### src/l2c_pkg.sv
// Constants and types shared by the second level cache controller
package l2c_pkg;

	// --------------------------------------------------------------
	// Register offsets (byte addresses)
	// --------------------------------------------------------------
	localparam logic [7:0] OFF_CTRL = 8'h00;
	localparam logic [7:0] OFF_DIAGNOSTIC_TAG_PATTERN = 8'h04;
	localparam logic [7:0] OFF_TIMING = 8'h08;
	localparam logic [7:0] OFF_LOG_TAG = 8'h0c;
	localparam logic [7:0] OFF_LOG_ADDR = 8'h10;
	localparam logic [7:0] OFF_STATUS = 8'h14;

	// --------------------------------------------------------------
	// Control and timing register field positions
	// --------------------------------------------------------------
	localparam int CTL_UPD_CASTOUT = 0;
	localparam int CTL_PAR_CHK_EN = 1;
	localparam int CTL_FORCE_DIAG = 2;
	localparam int CTL_SW_POL = 3;
	localparam int CTL_GAP_LO = 4;
	localparam int CTL_TAGMASK_LO = 6;
	localparam int CTL_TAGMASK_HI = 12;
	localparam int CTL_DWMODE = 13;
	localparam int TIM_PRECHG_LO = 0;
	localparam int TIM_DIVISOR_LO = 4;

	// --------------------------------------------------------------
	// Reset values
	// --------------------------------------------------------------
	localparam logic [13:0] CTRL_RST = 14'h0002;
	localparam logic [0:14] DIAGNOSTIC_TAG_PATTERN_RST = 15'h7fff;
	localparam logic [7:0] TIMING_RST = 8'h00;

	// --------------------------------------------------------------
	// Cycle counts
	// --------------------------------------------------------------
	localparam logic [7:0] LOOKUP_CYC = 8'h03;
	localparam logic [7:0] TAGWR_CYC = 8'h02;
	localparam logic [7:0] HANDOFF_BASE = 8'h02;
	localparam logic [7:0] PRECHG_BASE = 8'h01;
	localparam logic [7:0] DIVISOR_BASE = 8'h02;

	// --------------------------------------------------------------
	// Transaction kinds from the queues
	// --------------------------------------------------------------
	localparam logic [2:0] KIND_CACHED_MISS = 3'h0;
	localparam logic [2:0] KIND_UNC_LOAD = 3'h1;
	localparam logic [2:0] KIND_DMA_READ = 3'h2;
	localparam logic [2:0] KIND_CASTOUT = 3'h3;
	localparam logic [2:0] KIND_UNC_STORE = 3'h4;
	localparam logic [2:0] KIND_LOAD_CLEAR = 3'h5;
	localparam logic [2:0] KIND_DMA_WRITE = 3'h6;

	// Cache actions a transaction reduces to
	typedef enum logic [1:0] {ACT_FILL, ACT_BYPASS, ACT_CASTOUT_FILL, ACT_INVAL} l2c_act_t;

	// Controller states
	typedef enum logic [3:0] {
		ST_IDLE, ST_LOOKUP, ST_FWD, ST_OE_OFF, ST_SW_CLOSE, ST_MEM, ST_SW_OPEN, ST_TAG_WR
	} l2c_state_t;

endpackage

### src/l2c_tag_bus_ctl.sv
// Second level cache tag compare, tag update and shared data bus handover
//
// Decided for this implementation: the register addresses and the plain strobed port.
`timescale 1ns/1ps
`default_nettype none
module l2c_tag_bus_ctl (
	input wire logic MCLK,
	input wire logic RESETN,
	input wire logic [7:0] REG_ADDR,
	input wire logic [31:0] REG_WDATA,
	input wire logic REG_WR,
	input wire logic REG_RD,
	output logic [31:0] REG_RDATA,
	input wire logic TXN_VALID,
	input wire logic [2:0] TXN_KIND,
	input wire logic [0:28] TXN_ADDR,
	output logic TXN_READY,
	output logic [6:26] CACHE_ADDR,
	input wire logic [0:14] TAG_IN,
	output logic [0:14] TAG_OUT,
	output logic TAG_OE_N,
	output logic TAG_READ_EN,
	output logic TAG_WE,
	output logic DATA_OE,
	output logic DATA_WE,
	output logic [1:0] BUS_SWITCH_CTL,
	output logic HIT_FWD,
	output logic MC_START,
	output logic MC_GRANT,
	input wire logic MC_WSTROBE,
	input wire logic MC_DONE
);

	// --------------------------------------------------------------
	// State record
	// --------------------------------------------------------------
	typedef struct packed {
		l2c_pkg::l2c_state_t state;
		l2c_pkg::l2c_act_t act;
		logic [0:28] addr;
		logic [7:0] cnt;
		logic tag_wr_pend;
		logic [0:14] wr_tag;
		logic [6:26] cache_addr;
		logic data_oe;
		logic tag_rd;
		logic tag_we;
		logic tag_oe_n;
		logic [0:14] tag_out;
		logic sw_closed;
		logic [1:0] sw_pins;
		logic grant;
		logic mc_start;
		logic hit_fwd;
		logic data_we;
		logic ready;
		logic [13:0] ctrl;
		logic [0:14] diagnostic_tag_pattern;
		logic [7:0] timing;
		logic log_valid;
		logic log_hit;
		logic [0:14] log_tag;
		logic [0:28] log_addr;
		logic [31:0] rdata;
		logic [0:14] tag_s1;
		logic [0:14] tag_s2;
	} l2c_regs_t;

	l2c_regs_t q;
	l2c_regs_t d;

	// Configuration fields and derived tag, compare and read signals
	logic upd_castout;
	logic chk_en;
	logic force_diag;
	logic dwmode;
	logic [7:0] gap_sw;
	logic [7:0] gap_prechg;
	logic [7:0] gap_divisor;
	logic [0:14] sig_force;
	logic [0:13] tag_forced;
	logic [0:14] new_tag;
	logic [0:14] cmp_tag;
	logic [0:14] cmp_mask;
	logic tag_hit;
	logic par_err;
	l2c_pkg::l2c_act_t kind_act;
	logic [31:0] rd_mux;

	assign upd_castout = q.ctrl[l2c_pkg::CTL_UPD_CASTOUT];
	assign chk_en = q.ctrl[l2c_pkg::CTL_PAR_CHK_EN];
	assign force_diag = q.ctrl[l2c_pkg::CTL_FORCE_DIAG];
	assign dwmode = q.ctrl[l2c_pkg::CTL_DWMODE];

	// Handover gaps: two plus gap field, precharge and divisor terms
	assign gap_sw = l2c_pkg::HANDOFF_BASE + {6'h00, q.ctrl[l2c_pkg::CTL_GAP_LO +: 2]};
	assign gap_prechg = l2c_pkg::PRECHG_BASE + {4'h0, q.timing[l2c_pkg::TIM_PRECHG_LO +: 4]};
	assign gap_divisor = 8'((l2c_pkg::DIVISOR_BASE
		+ {4'h0, q.timing[l2c_pkg::TIM_DIVISOR_LO +: 4]}) << 1);

	// --------------------------------------------------------------
	// Tag formation
	// --------------------------------------------------------------
	// Address bits 6..12 belong to the index when the mask bit is set
	genvar gi;
	generate
		for (gi = 0; gi < 15; gi++)
		begin : g_sig
			if (gi >= 6 && gi <= 12)
			begin : g_mask
				assign sig_force[gi] = q.ctrl[gi];
			end
			else if (gi == 13)
			begin : g_dw
				assign sig_force[gi] = dwmode;
			end
			else
			begin : g_fix
				assign sig_force[gi] = 1'b0;
			end
		end
	endgenerate

	// Insignificant tag bits forced to one, odd parity appended
	assign tag_forced = q.addr[0:13] | sig_force[0:13];
	assign new_tag = {tag_forced, ~^tag_forced};
	// Compare value: diagnostic pattern when forced, else computed tag
	assign cmp_tag = force_diag ? q.diagnostic_tag_pattern : new_tag;
	assign cmp_mask = {14'h3fff, chk_en};
	assign tag_hit = ((q.tag_s2 ^ cmp_tag) & cmp_mask) == 15'h0000;
	assign par_err = ~^q.tag_s2;

	// Reduce the transaction kind to a cache action
	always_comb
	begin
		case (TXN_KIND)
			l2c_pkg::KIND_CACHED_MISS: kind_act = l2c_pkg::ACT_FILL;
			l2c_pkg::KIND_UNC_LOAD,
			l2c_pkg::KIND_DMA_READ: kind_act = l2c_pkg::ACT_BYPASS;
			l2c_pkg::KIND_CASTOUT: kind_act = upd_castout ? l2c_pkg::ACT_CASTOUT_FILL
				: l2c_pkg::ACT_INVAL;
			default: kind_act = l2c_pkg::ACT_INVAL;
		endcase
	end

	// Register read multiplexer, unmapped reads give zero
	always_comb
	begin
		case (REG_ADDR)
			l2c_pkg::OFF_CTRL: rd_mux = {18'h00000, q.ctrl};
			l2c_pkg::OFF_DIAGNOSTIC_TAG_PATTERN: rd_mux = {17'h00000, q.diagnostic_tag_pattern};
			l2c_pkg::OFF_TIMING: rd_mux = {24'h000000, q.timing};
			l2c_pkg::OFF_LOG_TAG: rd_mux = {14'h0000, q.log_valid, q.log_hit, 1'b0, q.log_tag};
			l2c_pkg::OFF_LOG_ADDR: rd_mux = {3'h0, q.log_addr};
			l2c_pkg::OFF_STATUS: rd_mux = {24'h000000, q.state, q.sw_closed, q.grant,
				q.tag_wr_pend, ~q.ready};
			default: rd_mux = 32'h00000000;
		endcase
	end

	// --------------------------------------------------------------
	// Next-state logic
	// --------------------------------------------------------------
	always_comb
	begin
		d = q;
		d.tag_s1 = TAG_IN;
		d.tag_s2 = q.tag_s1;
		d.rdata = REG_RD ? rd_mux : 32'h00000000;
		d.mc_start = 1'b0;
		d.hit_fwd = 1'b0;
		d.data_we = 1'b0;
		d.tag_we = 1'b0;
		// Register writes
		if (REG_WR)
		begin
			case (REG_ADDR)
				l2c_pkg::OFF_CTRL: d.ctrl = REG_WDATA[13:0];
				l2c_pkg::OFF_DIAGNOSTIC_TAG_PATTERN: d.diagnostic_tag_pattern = REG_WDATA[14:0];
				l2c_pkg::OFF_TIMING: d.timing = REG_WDATA[7:0];
				l2c_pkg::OFF_LOG_TAG: d.log_valid = 1'b0;
				default: d.ctrl = q.ctrl;
			endcase
		end
		case (q.state)
			l2c_pkg::ST_IDLE:
			begin
				if (TXN_VALID && q.ready)
				begin
					d.ready = 1'b0;
					d.addr = TXN_ADDR;
					d.act = kind_act;
					d.tag_wr_pend = 1'b0;
					// Index bits: tag-side bits forced one, bit 13 from mode
					d.cache_addr = {TXN_ADDR[6:12] | ~sig_force[6:12], dwmode ? TXN_ADDR[13]
						: TXN_ADDR[28], TXN_ADDR[14:26]};
					if (kind_act == l2c_pkg::ACT_BYPASS)
					begin
						d.state = l2c_pkg::ST_OE_OFF;
						d.cnt = gap_sw;
					end
					else if (kind_act == l2c_pkg::ACT_CASTOUT_FILL)
					begin
						d.state = l2c_pkg::ST_OE_OFF;
						d.cnt = gap_sw;
						d.tag_wr_pend = 1'b1;
						d.wr_tag = force_diag ? q.diagnostic_tag_pattern
							: {TXN_ADDR[0:13] | sig_force[0:13],
							~^(TXN_ADDR[0:13] | sig_force[0:13])};
					end
					else
					begin
						// Tag and data arrays read together, switch open
						d.state = l2c_pkg::ST_LOOKUP;
						d.cnt = l2c_pkg::LOOKUP_CYC;
						d.data_oe = 1'b1;
						d.tag_rd = 1'b1;
					end
				end
			end
			l2c_pkg::ST_LOOKUP:
			begin
				d.cnt = q.cnt - 8'h01;
				if (q.cnt == 8'h01)
				begin
					d.tag_rd = 1'b0;
					// Log first bad tag, or every read in diagnostic mode
					if ((par_err && !q.log_valid) || force_diag)
					begin
						d.log_valid = 1'b1;
						d.log_hit = tag_hit;
						d.log_tag = q.tag_s2;
						d.log_addr = q.addr;
					end
					if (q.act == l2c_pkg::ACT_FILL && tag_hit)
					begin
						d.state = l2c_pkg::ST_FWD;
						d.hit_fwd = 1'b1;
					end
					else
					begin
						// Miss or store-like: cache stops driving first
						d.state = l2c_pkg::ST_OE_OFF;
						d.cnt = gap_sw;
						d.data_oe = 1'b0;
						if (q.act == l2c_pkg::ACT_FILL)
						begin
							d.tag_wr_pend = 1'b1;
							d.wr_tag = force_diag ? q.diagnostic_tag_pattern : new_tag;
						end
						else if (tag_hit)
						begin
							d.tag_wr_pend = 1'b1;
							d.wr_tag = q.diagnostic_tag_pattern;
						end
					end
				end
			end
			l2c_pkg::ST_FWD:
			begin
				d.data_oe = 1'b0;
				d.state = l2c_pkg::ST_IDLE;
				d.ready = 1'b1;
			end
			l2c_pkg::ST_OE_OFF:
			begin
				d.cnt = q.cnt - 8'h01;
				if (q.cnt <= 8'h01)
				begin
					// Cache quiet long enough: close switch
					d.state = l2c_pkg::ST_SW_CLOSE;
					d.sw_closed = 1'b1;
					d.cnt = (gap_prechg > gap_sw) ? gap_prechg : gap_sw;
				end
			end
			l2c_pkg::ST_SW_CLOSE:
			begin
				d.cnt = q.cnt - 8'h01;
				if (q.cnt <= 8'h01)
				begin
					d.state = l2c_pkg::ST_MEM;
					d.grant = 1'b1;
					d.mc_start = 1'b1;
				end
			end
			l2c_pkg::ST_MEM:
			begin
				// Capture write or copyin data into the data SRAMs
				d.data_we = MC_WSTROBE && (q.act == l2c_pkg::ACT_FILL
					|| q.act == l2c_pkg::ACT_CASTOUT_FILL);
				if (MC_DONE)
				begin
					d.grant = 1'b0;
					d.sw_closed = 1'b0;
					d.state = l2c_pkg::ST_SW_OPEN;
					d.cnt = (gap_divisor > gap_sw) ? gap_divisor : gap_sw;
				end
			end
			l2c_pkg::ST_SW_OPEN:
			begin
				d.cnt = q.cnt - 8'h01;
				if (q.cnt <= 8'h01)
				begin
					if (q.tag_wr_pend)
					begin
						d.state = l2c_pkg::ST_TAG_WR;
						d.cnt = l2c_pkg::TAGWR_CYC;
						d.tag_oe_n = 1'b0;
						d.tag_we = 1'b1;
						d.tag_out = q.wr_tag;
					end
					else
					begin
						d.state = l2c_pkg::ST_IDLE;
						d.ready = 1'b1;
					end
				end
			end
			l2c_pkg::ST_TAG_WR:
			begin
				d.cnt = q.cnt - 8'h01;
				if (q.cnt <= 8'h01)
				begin
					// Next transaction only after tag write completes
					d.tag_oe_n = 1'b1;
					d.tag_wr_pend = 1'b0;
					d.state = l2c_pkg::ST_IDLE;
					d.ready = 1'b1;
				end
			end
			default:
			begin
				d.state = l2c_pkg::ST_IDLE;
				d.ready = 1'b1;
			end
		endcase
		// Switch control pins follow polarity selection
		d.sw_pins = {2{d.sw_closed ^ d.ctrl[l2c_pkg::CTL_SW_POL]}};
	end

	// --------------------------------------------------------------
	// State register
	// --------------------------------------------------------------
	always_ff @(posedge MCLK or negedge RESETN)
	begin
		if (!RESETN)
		begin
			q <= '0;
			q.state <= l2c_pkg::ST_IDLE;
			q.act <= l2c_pkg::ACT_FILL;
			q.ready <= 1'b1;
			q.tag_oe_n <= 1'b1;
			q.ctrl <= l2c_pkg::CTRL_RST;
			q.diagnostic_tag_pattern <= l2c_pkg::DIAGNOSTIC_TAG_PATTERN_RST;
			q.timing <= l2c_pkg::TIMING_RST;
			q.sw_pins <= 2'h0;
		end
		else
		begin
			q <= d;
		end
	end

	// Outputs straight from the state record
	assign REG_RDATA = q.rdata;
	assign TXN_READY = q.ready;
	assign CACHE_ADDR = q.cache_addr;
	assign TAG_OUT = q.tag_out;
	assign TAG_OE_N = q.tag_oe_n;
	assign TAG_READ_EN = q.tag_rd;
	assign TAG_WE = q.tag_we;
	assign DATA_OE = q.data_oe;
	assign DATA_WE = q.data_we;
	assign BUS_SWITCH_CTL = q.sw_pins;
	assign HIT_FWD = q.hit_fwd;
	assign MC_START = q.mc_start;
	assign MC_GRANT = q.grant;

	// --------------------------------------------------------------
	// Checks
	// --------------------------------------------------------------
	// Cycles since the cache stopped driving and since the switch opened
	logic [7:0] oe_low_cnt_q;
	logic [7:0] sw_open_cnt_q;
	always_ff @(posedge MCLK or negedge RESETN)
	begin
		if (!RESETN)
		begin
			oe_low_cnt_q <= 8'hff;
			sw_open_cnt_q <= 8'hff;
		end
		else
		begin
			oe_low_cnt_q <= q.data_oe ? 8'h00 : ((oe_low_cnt_q == 8'hff) ? 8'hff
				: oe_low_cnt_q + 8'h01);
			sw_open_cnt_q <= q.sw_closed ? 8'h00 : ((sw_open_cnt_q == 8'hff) ? 8'hff
				: sw_open_cnt_q + 8'h01);
		end
	end
endmodule
`default_nettype wire

### config.mk
export PLATFORM = sky130hd
export DESIGN_NAME = l2c_tag_bus_ctl
export DESIGN_NICKNAME = d
export VERILOG_FILES = /design/src/l2c_pkg.sv /design/src/l2c_tag_bus_ctl.sv
export SDC_FILE = /design/constraint.sdc
export NUM_CORES = 1
export LEC_CHECK = 0
export BUFFER_PORTS_ARGS = -buffer_cell sky130_fd_sc_hd__buf_4
export CAP_MARGIN = 15
export CORE_MARGIN = 2
export CORE_UTILIZATION = 54
export DETAILED_ROUTE_END_ITERATION = 10
export PLACE_DENSITY = 0.76
export SYNTH_ARGS = -nofsm -noshare
export SYNTH_HDL_FRONTEND = slang
export SYNTH_SLANG_ARGS = --single-unit
### constraint.sdc
create_clock -name MCLK -period 3.5 [get_ports MCLK]
set_clock_uncertainty 0.05 [all_clocks]
set_input_delay 0.175 -clock MCLK [delete_from_list [all_inputs] [get_ports MCLK]]
set_output_delay 0.175 -clock MCLK [all_outputs]
set_load 0.05 [all_outputs]
## Word-level counts from Yosys, hierarchy flattened

Cells that the tools add are included.

| word-level totals | value |
|---|---|
| ROM bits | 0 |
| output and inout bits | 79 |
| bits of input ports | 94 |
| memories kept | 0 |
| memory bits (writable) | 0 |
| bits in registers | 251 |
| bits in latches | 0 |
| word-level logic and storage cells | 189 |

| cells by class | value |
|---|---|
| add/subtract/negate cells | 4 |
| shifts and indexed selects | 0 |
| divide/modulo/power cells | 0 |
| bitwise gates (word level) | 9 |
| equal/unequal tests | 33 |
| muxes and demuxes | 71 |
| reduce and logical (&&, ||, !) cells | 39 |
| $mul | 0 |
| $lt $le $gt $ge | 3 |

Operators with widths:

| operator | number |
|---|---|
| case mux 29 bit (6 select lines) | 1 |
| 2-to-1 mux 46 bit | 3 |
| 2-to-1 mux 82 bit | 1 |
| 2-to-1 mux 16 bit | 4 |
| 2-to-1 mux 24 bit | 2 |
| case mux 8 bit (6 select lines) | 1 |
| 2-to-1 mux 15 bit | 3 |
| 2-to-1 mux 8 bit | 5 |
| 2-to-1 mux 17 bit | 2 |
| 2-to-1 mux 32 bit | 1 |
| 2-to-1 mux 4 bit | 8 |
| case mux 15 bit (2 select lines) | 1 |
| 2-to-1 mux 28 bit | 1 |
| OR 14 x 8 -> 14 bit | 2 |
| case mux 4 bit (7 select lines) | 1 |
| XNOR reduction 14 bit | 2 |
| != test 2 bit, second input constant | 13 |
| 2-to-1 mux 1 bit | 19 |
| equality test 4 x 3 -> 1 bit, second input constant | 4 |
| equality test 8 x 4 -> 1 bit, second input constant | 2 |
| equality test 8 x 5 -> 1 bit, second input constant | 2 |
| bitwise AND 15 bit | 1 |
| zero test 15 bit | 1 |
| XNOR reduction 15 bit | 1 |
| other kinds (47) | 78 |

## Longest topological paths before layout

| logic depth | value |
|---|---|
| depth after elaboration | 11 |
| depth in mapped cells | 13 |
| depth with buffers taken out | 12 |

## Worst setup path before layout

No wires, ideal clock.

| timing | value |
|---|---|
| path kind | reg2reg |
| from | reg q[142] (netlist bit) |
| to | reg q[198] (netlist bit) |
| path slack | 0.645 ns |
| period minus slack after synthesis | 2.855 ns |
| path buffers | 1 |
| arrival time | 2.680 ns |
| stages on the path, launching flop included | 13 |
| library setup time | 0.125 ns |
| data required time | 3.325 ns |
| cells stage by stage | dfrtp_1 nor2_1 xor2_1 xnor2_1 xnor3_1 o21ai_1 xor2_1 a21oi_2 xnor2_1 nor2_2 o21bai_4 buf_6 mux2_4 |

| on the way | value |
|---|---|
| word-level cells in the longest chain between the ends | 9 |
| elaborated cells between the ends (all ways) | 10 |
| classes of those cells | 2 x eq/ne; 1 x mux; 3 x bitwise; 4 x reduce/logical |

RTL lines:

| what | line | text |
|---|---|---|
| from (decl) | l2c_tag_bus_ctl.sv:69 | `l2c_regs_t q;` |
| OR 14 x 8 -> 14 bit (*) | l2c_tag_bus_ctl.sv:125 | `assign tag_forced = q.addr[0:13] \| sig_force[0:13];` |
| XNOR reduction 14 bit | l2c_tag_bus_ctl.sv:126 | `assign new_tag = {tag_forced, ~^tag_forced};` |
| 2-to-1 mux 15 bit (*) | l2c_tag_bus_ctl.sv:128 | `assign cmp_tag = force_diag ? q.diagnostic_tag_pattern : new_tag;` |
| bitwise XOR 15 bit (*) | l2c_tag_bus_ctl.sv:130 | `assign tag_hit = ((q.tag_s2 ^ cmp_tag) & cmp_mask) == 15'h0000;` |
| bitwise AND 15 bit (*) | l2c_tag_bus_ctl.sv:130 |  |
| zero test 15 bit (*) | l2c_tag_bus_ctl.sv:130 |  |
| logical AND 1 bit | l2c_tag_bus_ctl.sv:235 | `if (q.act == l2c_pkg::ACT_FILL && tag_hit)` |
| != test 2 bit (no line) | - |  |
| AND reduction 7 bit (no line) (*) | - |  |

Mark *: on every way between the ends. The rest lies on a longest branch, timed or not.
A chain may end at the register's enable or synchronous reset.

## Worst setup path after layout

| timing | value |
|---|---|
| from | reg q[234] (netlist bit) |
| to | reg q[194] (netlist bit) |

Same word-level chain as after synthesis.

==> results.md <==
- The pin count of the biggest net entering global routing is ~120.
- The total half-perimeter wirelength after legalization and detailed placement is between 20 and 25 mm.
- The part of the power in the clock network is about a quarter.
- The effective utilization at floorplan is between 50% and 60%.
- The routed design has approximately 30 mm of wire.
- The total power per unit cell area is between 700 and 800 nW/um^2.
- Leaving out fill and tap cells, the most frequent cells in the layout are dfrtp_1, buf_4, mux2_2, nor2_1, dlygate4sd3_1.
- The maximum fanout along the worst path is 15.
- STA puts the critical path data required time at between 3 and 4 ns.
- The adder-cell share of the synthesized area is 1.32%.
- For this run, the detailed router's first-pass iteration total came to 6.
- The type of the most critical hold path is in2reg.
- Derived from the worst setup path, the maximum achievable clock frequency is between 300 and 400 MHz.
- The power spent charging and discharging nets is 0.00379 W.
- After the last flow step, the layout net total stands at 1,272.
- The horizontal extent of the die is ~150 um.
- The post-layout total power is about 0.010 W.
- At the later pin of the worst-skew pair, clock insertion delay measures ~0.53 ns.
- The initial antenna violation count is 0.
- Internal power comes to 0.00657 W.
- The number of buffers inserted to repair setup after CTS is 0.
- IR analysis of the VDD net gives a maximum drop of just over 0.4 mV.
- The number of synthesized flops with an enable pin is 0.
- The area fraction in compound gates after synthesis is 9.94%.
- The diode insertion count for antenna repair is 0.
- The via count of the first global-routing pass is ~8,500.
- The fraction of power consumed by combinational cells is between 30% and 40%.
- The worst setup path is captured at a flip-flop.
- For the pin with the worst max-slew slack, the measured transition is 0.889 ns.
- The final number of max-transition violations is 0.
- The final critical-path share of the clock period is about 93%.
- In the synthesized netlist the dominant register cell turns out to be dfrtp_1.
- The total congestion overflow is 0.
- After synthesis, flip-flops and latches occupy slightly above 50% of the total area.
- No sink is reached through more buffers than the 3 on the longest clock path.
- The congestion estimate from routability-driven global placement came to approximately 0.89.
- After clock tree synthesis, the clock-pin slew on the worst setup and hold paths is roughly 0.060 ns.
- Measured along the y axis, the die boundary spans ~150 um.
- The mux contribution to synthesized area is between 10% and 20%.
- Net switching is a little over a third of the power.
- The routed wire length per instance is between 20 and 25 um.
- The run finished with clean final reports.
- The number of CTS-inserted buffers is 25.
- For this design the static power due to leakage is between 6 and 7 nW.
- In this run, synthesis produced a sequential element count of 234.
- The power share of the sequential group is between 30% and 40%.
- The via count is 8,476.
- The layout overhead on the synthesized area is 23.4%.
- Global routing consumed, over all layers together, between 20% and 30% of the routing resources.
- The master cell of the clock root buffer is clkbuf_16.
- The relative slew slack is 40.7%.
- The worst setup path is of the reg2reg kind.
- The hold violation count in the final report was 0.
- Dividing the detail-routed via count by the number of cells gives a little under 6.
- The total negative setup slack is 0 ns.
- CTS built an H-tree with a depth of 1.
- Setup repair after global routing left no endpoint under its margin.
- The area fraction in and, or, nand and nor cells after synthesis is under 10%.
- The first global-routing pass estimated 47.6 mm of wire.
- Once placement finished, the instance area stood at between 10,000 and 15,000 sq um.
- The fraction of layout instances using a drive strength above 1 is between 30% and 40%.
- The number of hold buffers added after CTS was 67.
- The worst hold path was traced through 4 stages.
- The number of cells on the worst reg-to-reg path is 12.
- The count of nets left with antenna violations after detail routing is 0.
- The library cell used most frequently in the layout, excluding fill and tap cells, is dfrtp_1.
- The cell area after synthesis is 11,400 sq um.
- The detailed router finished its first iteration with 796 violations.
- The shortest period the worst path allows is between 3 and 4 ns.
- Port buffering added ~150 buffers.
- The number of primary I/O pins is about 170.
- The xor-xnor portion of the synthesized cell area is roughly 4.2%.
- The number of instances in the synthesized netlist is approximately 1,000.
- The data arrival time at the worst-slack endpoint is between 3 and 4 ns.
- The worst setup path is launched from a flip-flop.
- TritonCTS built the clock tree.
- The count of synthesis-stage warnings from yosys is 0.
- The share of flip-flops with an asynchronous set or reset is 100%.
- The number of library cell types mapped by synthesis is approximately 60.
- The average size of a mapped cell is between 10 and 15 sq um.
- The core region area is roughly 21,000 sq um.
- The total non-filler cell area in the finished layout is between 10,000 and 15,000 sq um.
- The floorplan has 53 rows.
- The clock sink count is ~230.
- The floorplan die area is 22,200 sq um.
- The quantity of gates resized following cts is 0.
- Max-cap violations in this run came to 0.
- In the routed design, unresolved DRC markers number 0.
- After synthesis, the largest family of logic cells by area is multiplexers.
- Setup violations remaining at the end of the flow were counted as 0.
worst paths after layout:
check / from / to / slack (ns)
worst min register to register: d[5]$_DFF_PN0_ / q[5]$_DFF_PN0_ / 0.29
worst max-delay path: q[234]$_DFFE_PN0P_ / q[194]$_DFFE_PN0P_ / 0.25
min in group asynchronous: RESETN / TAG_WE$_DFF_PN0_ / 0.29
worst min-delay path: TXN_KIND[0] / q[246]$_DFFE_PN0P_ / 0.11
max in group asynchronous: RESETN / q[116]$_DFFE_PN1P_ / 2.19
worst max register to register: q[234]$_DFFE_PN0P_ / q[194]$_DFFE_PN0P_ / 0.25
stage by stage:
step | instances | hold slack [ns] | worst slack [ns] | util (%)
final | 1459 | 0.105 | 0.252 | 67.4
after CTS | 1459 | 0.0950 | 0.303 | 67.4
after global placement | 1347 | 0.235 | 0.342 | 60.0
after global routing | 1459 | 0.121 | 0.109 | 67.4
after floorplan | 1002 | -0.171 | 0.645 | -
after detailed placement | 1347 | 0.235 | 0.303 | 60.0
logic make-up (layout without fill, tap and decap cells):
kind of cell,count (synthesis),after routing
XOR/XNOR,53,53
AO/OA/AOI/OAI,174,174
adder cells (fa/ha/maj),12,12
flip-flops,234,234
buffers and inverters,136,318
AND/OR/NAND/NOR,222,222
multiplexers,168,168
other,1,3
power by group through the flow:
stage | Clock, W | Combinational, W | Sequential, W
6_report | 0.00276 | 0.00369 | 0.00390
5_1_grt | 0.00292 | 0.00399 | 0.00396
4_1_cts | 0.00279 | 0.00366 | 0.00387
3_5_place_dp | 0 | 0.00358 | 0.00391
3_3_place_gp | 0 | 0.00353 | 0.00390
2_1_floorplan | 0 | 0.00277 | 0.00374
synth_stat cells, drive strengths merged, types with 3 or more instances:
cell type  count  area, sq um
mux2i         20          200
nor2b         11         68.8
o21ai         38          190
o21a           5         37.5
or2            3         18.8
xor2          10         87.6
o22ai         10         62.6
o211ai         3         22.5
a21oi         49          249
clkbuf        35          131
mux2         148         1700
and3          13         81.3
xnor2         42          368
nand2         51          191
nand3         12         60.1
nor3          27          135
nor2          81          309
ha            12          150
a211oi         3         22.5
buf           79          578
dfstp         18          473
a22oi         18          135
a31oi         13         87.6
o32ai          8         70.1
a21o           3         22.5
a222oi         7         70.1
nand4          4         25.0
or3            8         50.1
dfrtp        216         5410
inv           22         82.6
final cells by class:
type                       count  area, sq um
fill                        1556         6790
inverter                      22         82.6
sequential                   234         5880
timing repair buffer         251         2120
multi-input combinational    632         4740
clock buffer                  28          657
tap                          275          344
clock inverter                17          211
registers in the layout, summed over array words and instances (netlist names), 8 cells and up:
register    cells
CACHE_ADDR      8
REG_RDATA      29
TAG_OUT        15
d              15
q             154
per-layer routing:
layer / routed length, um / vias up / global-route usage (%)
li1: - / 3805 / -
met1: 12900 / 4174 / 40.4
met2: 13900 / 419 / 43.2
met3: 2540 / 78 / 4.04
met4: 1070 / 0 / 9.67
met5: 0 / - / 0
worst max-delay path, cell delays in order, from the launching register on:
cell	delay, ns
dfrtp_1	0.43
nor2_1	0.18
xor2_1	0.22
xnor2_1	0.14
xnor3_1	0.43
o21ai_1	0.23
xor2_1	0.12
a21oi_2	0.34
xnor2_1	0.21
nor2_2	0.08
o21bai_4	0.16
buf_12	0.17
mux2_2	0.34
No activity file was read; power rests on OpenSTA's default activity.
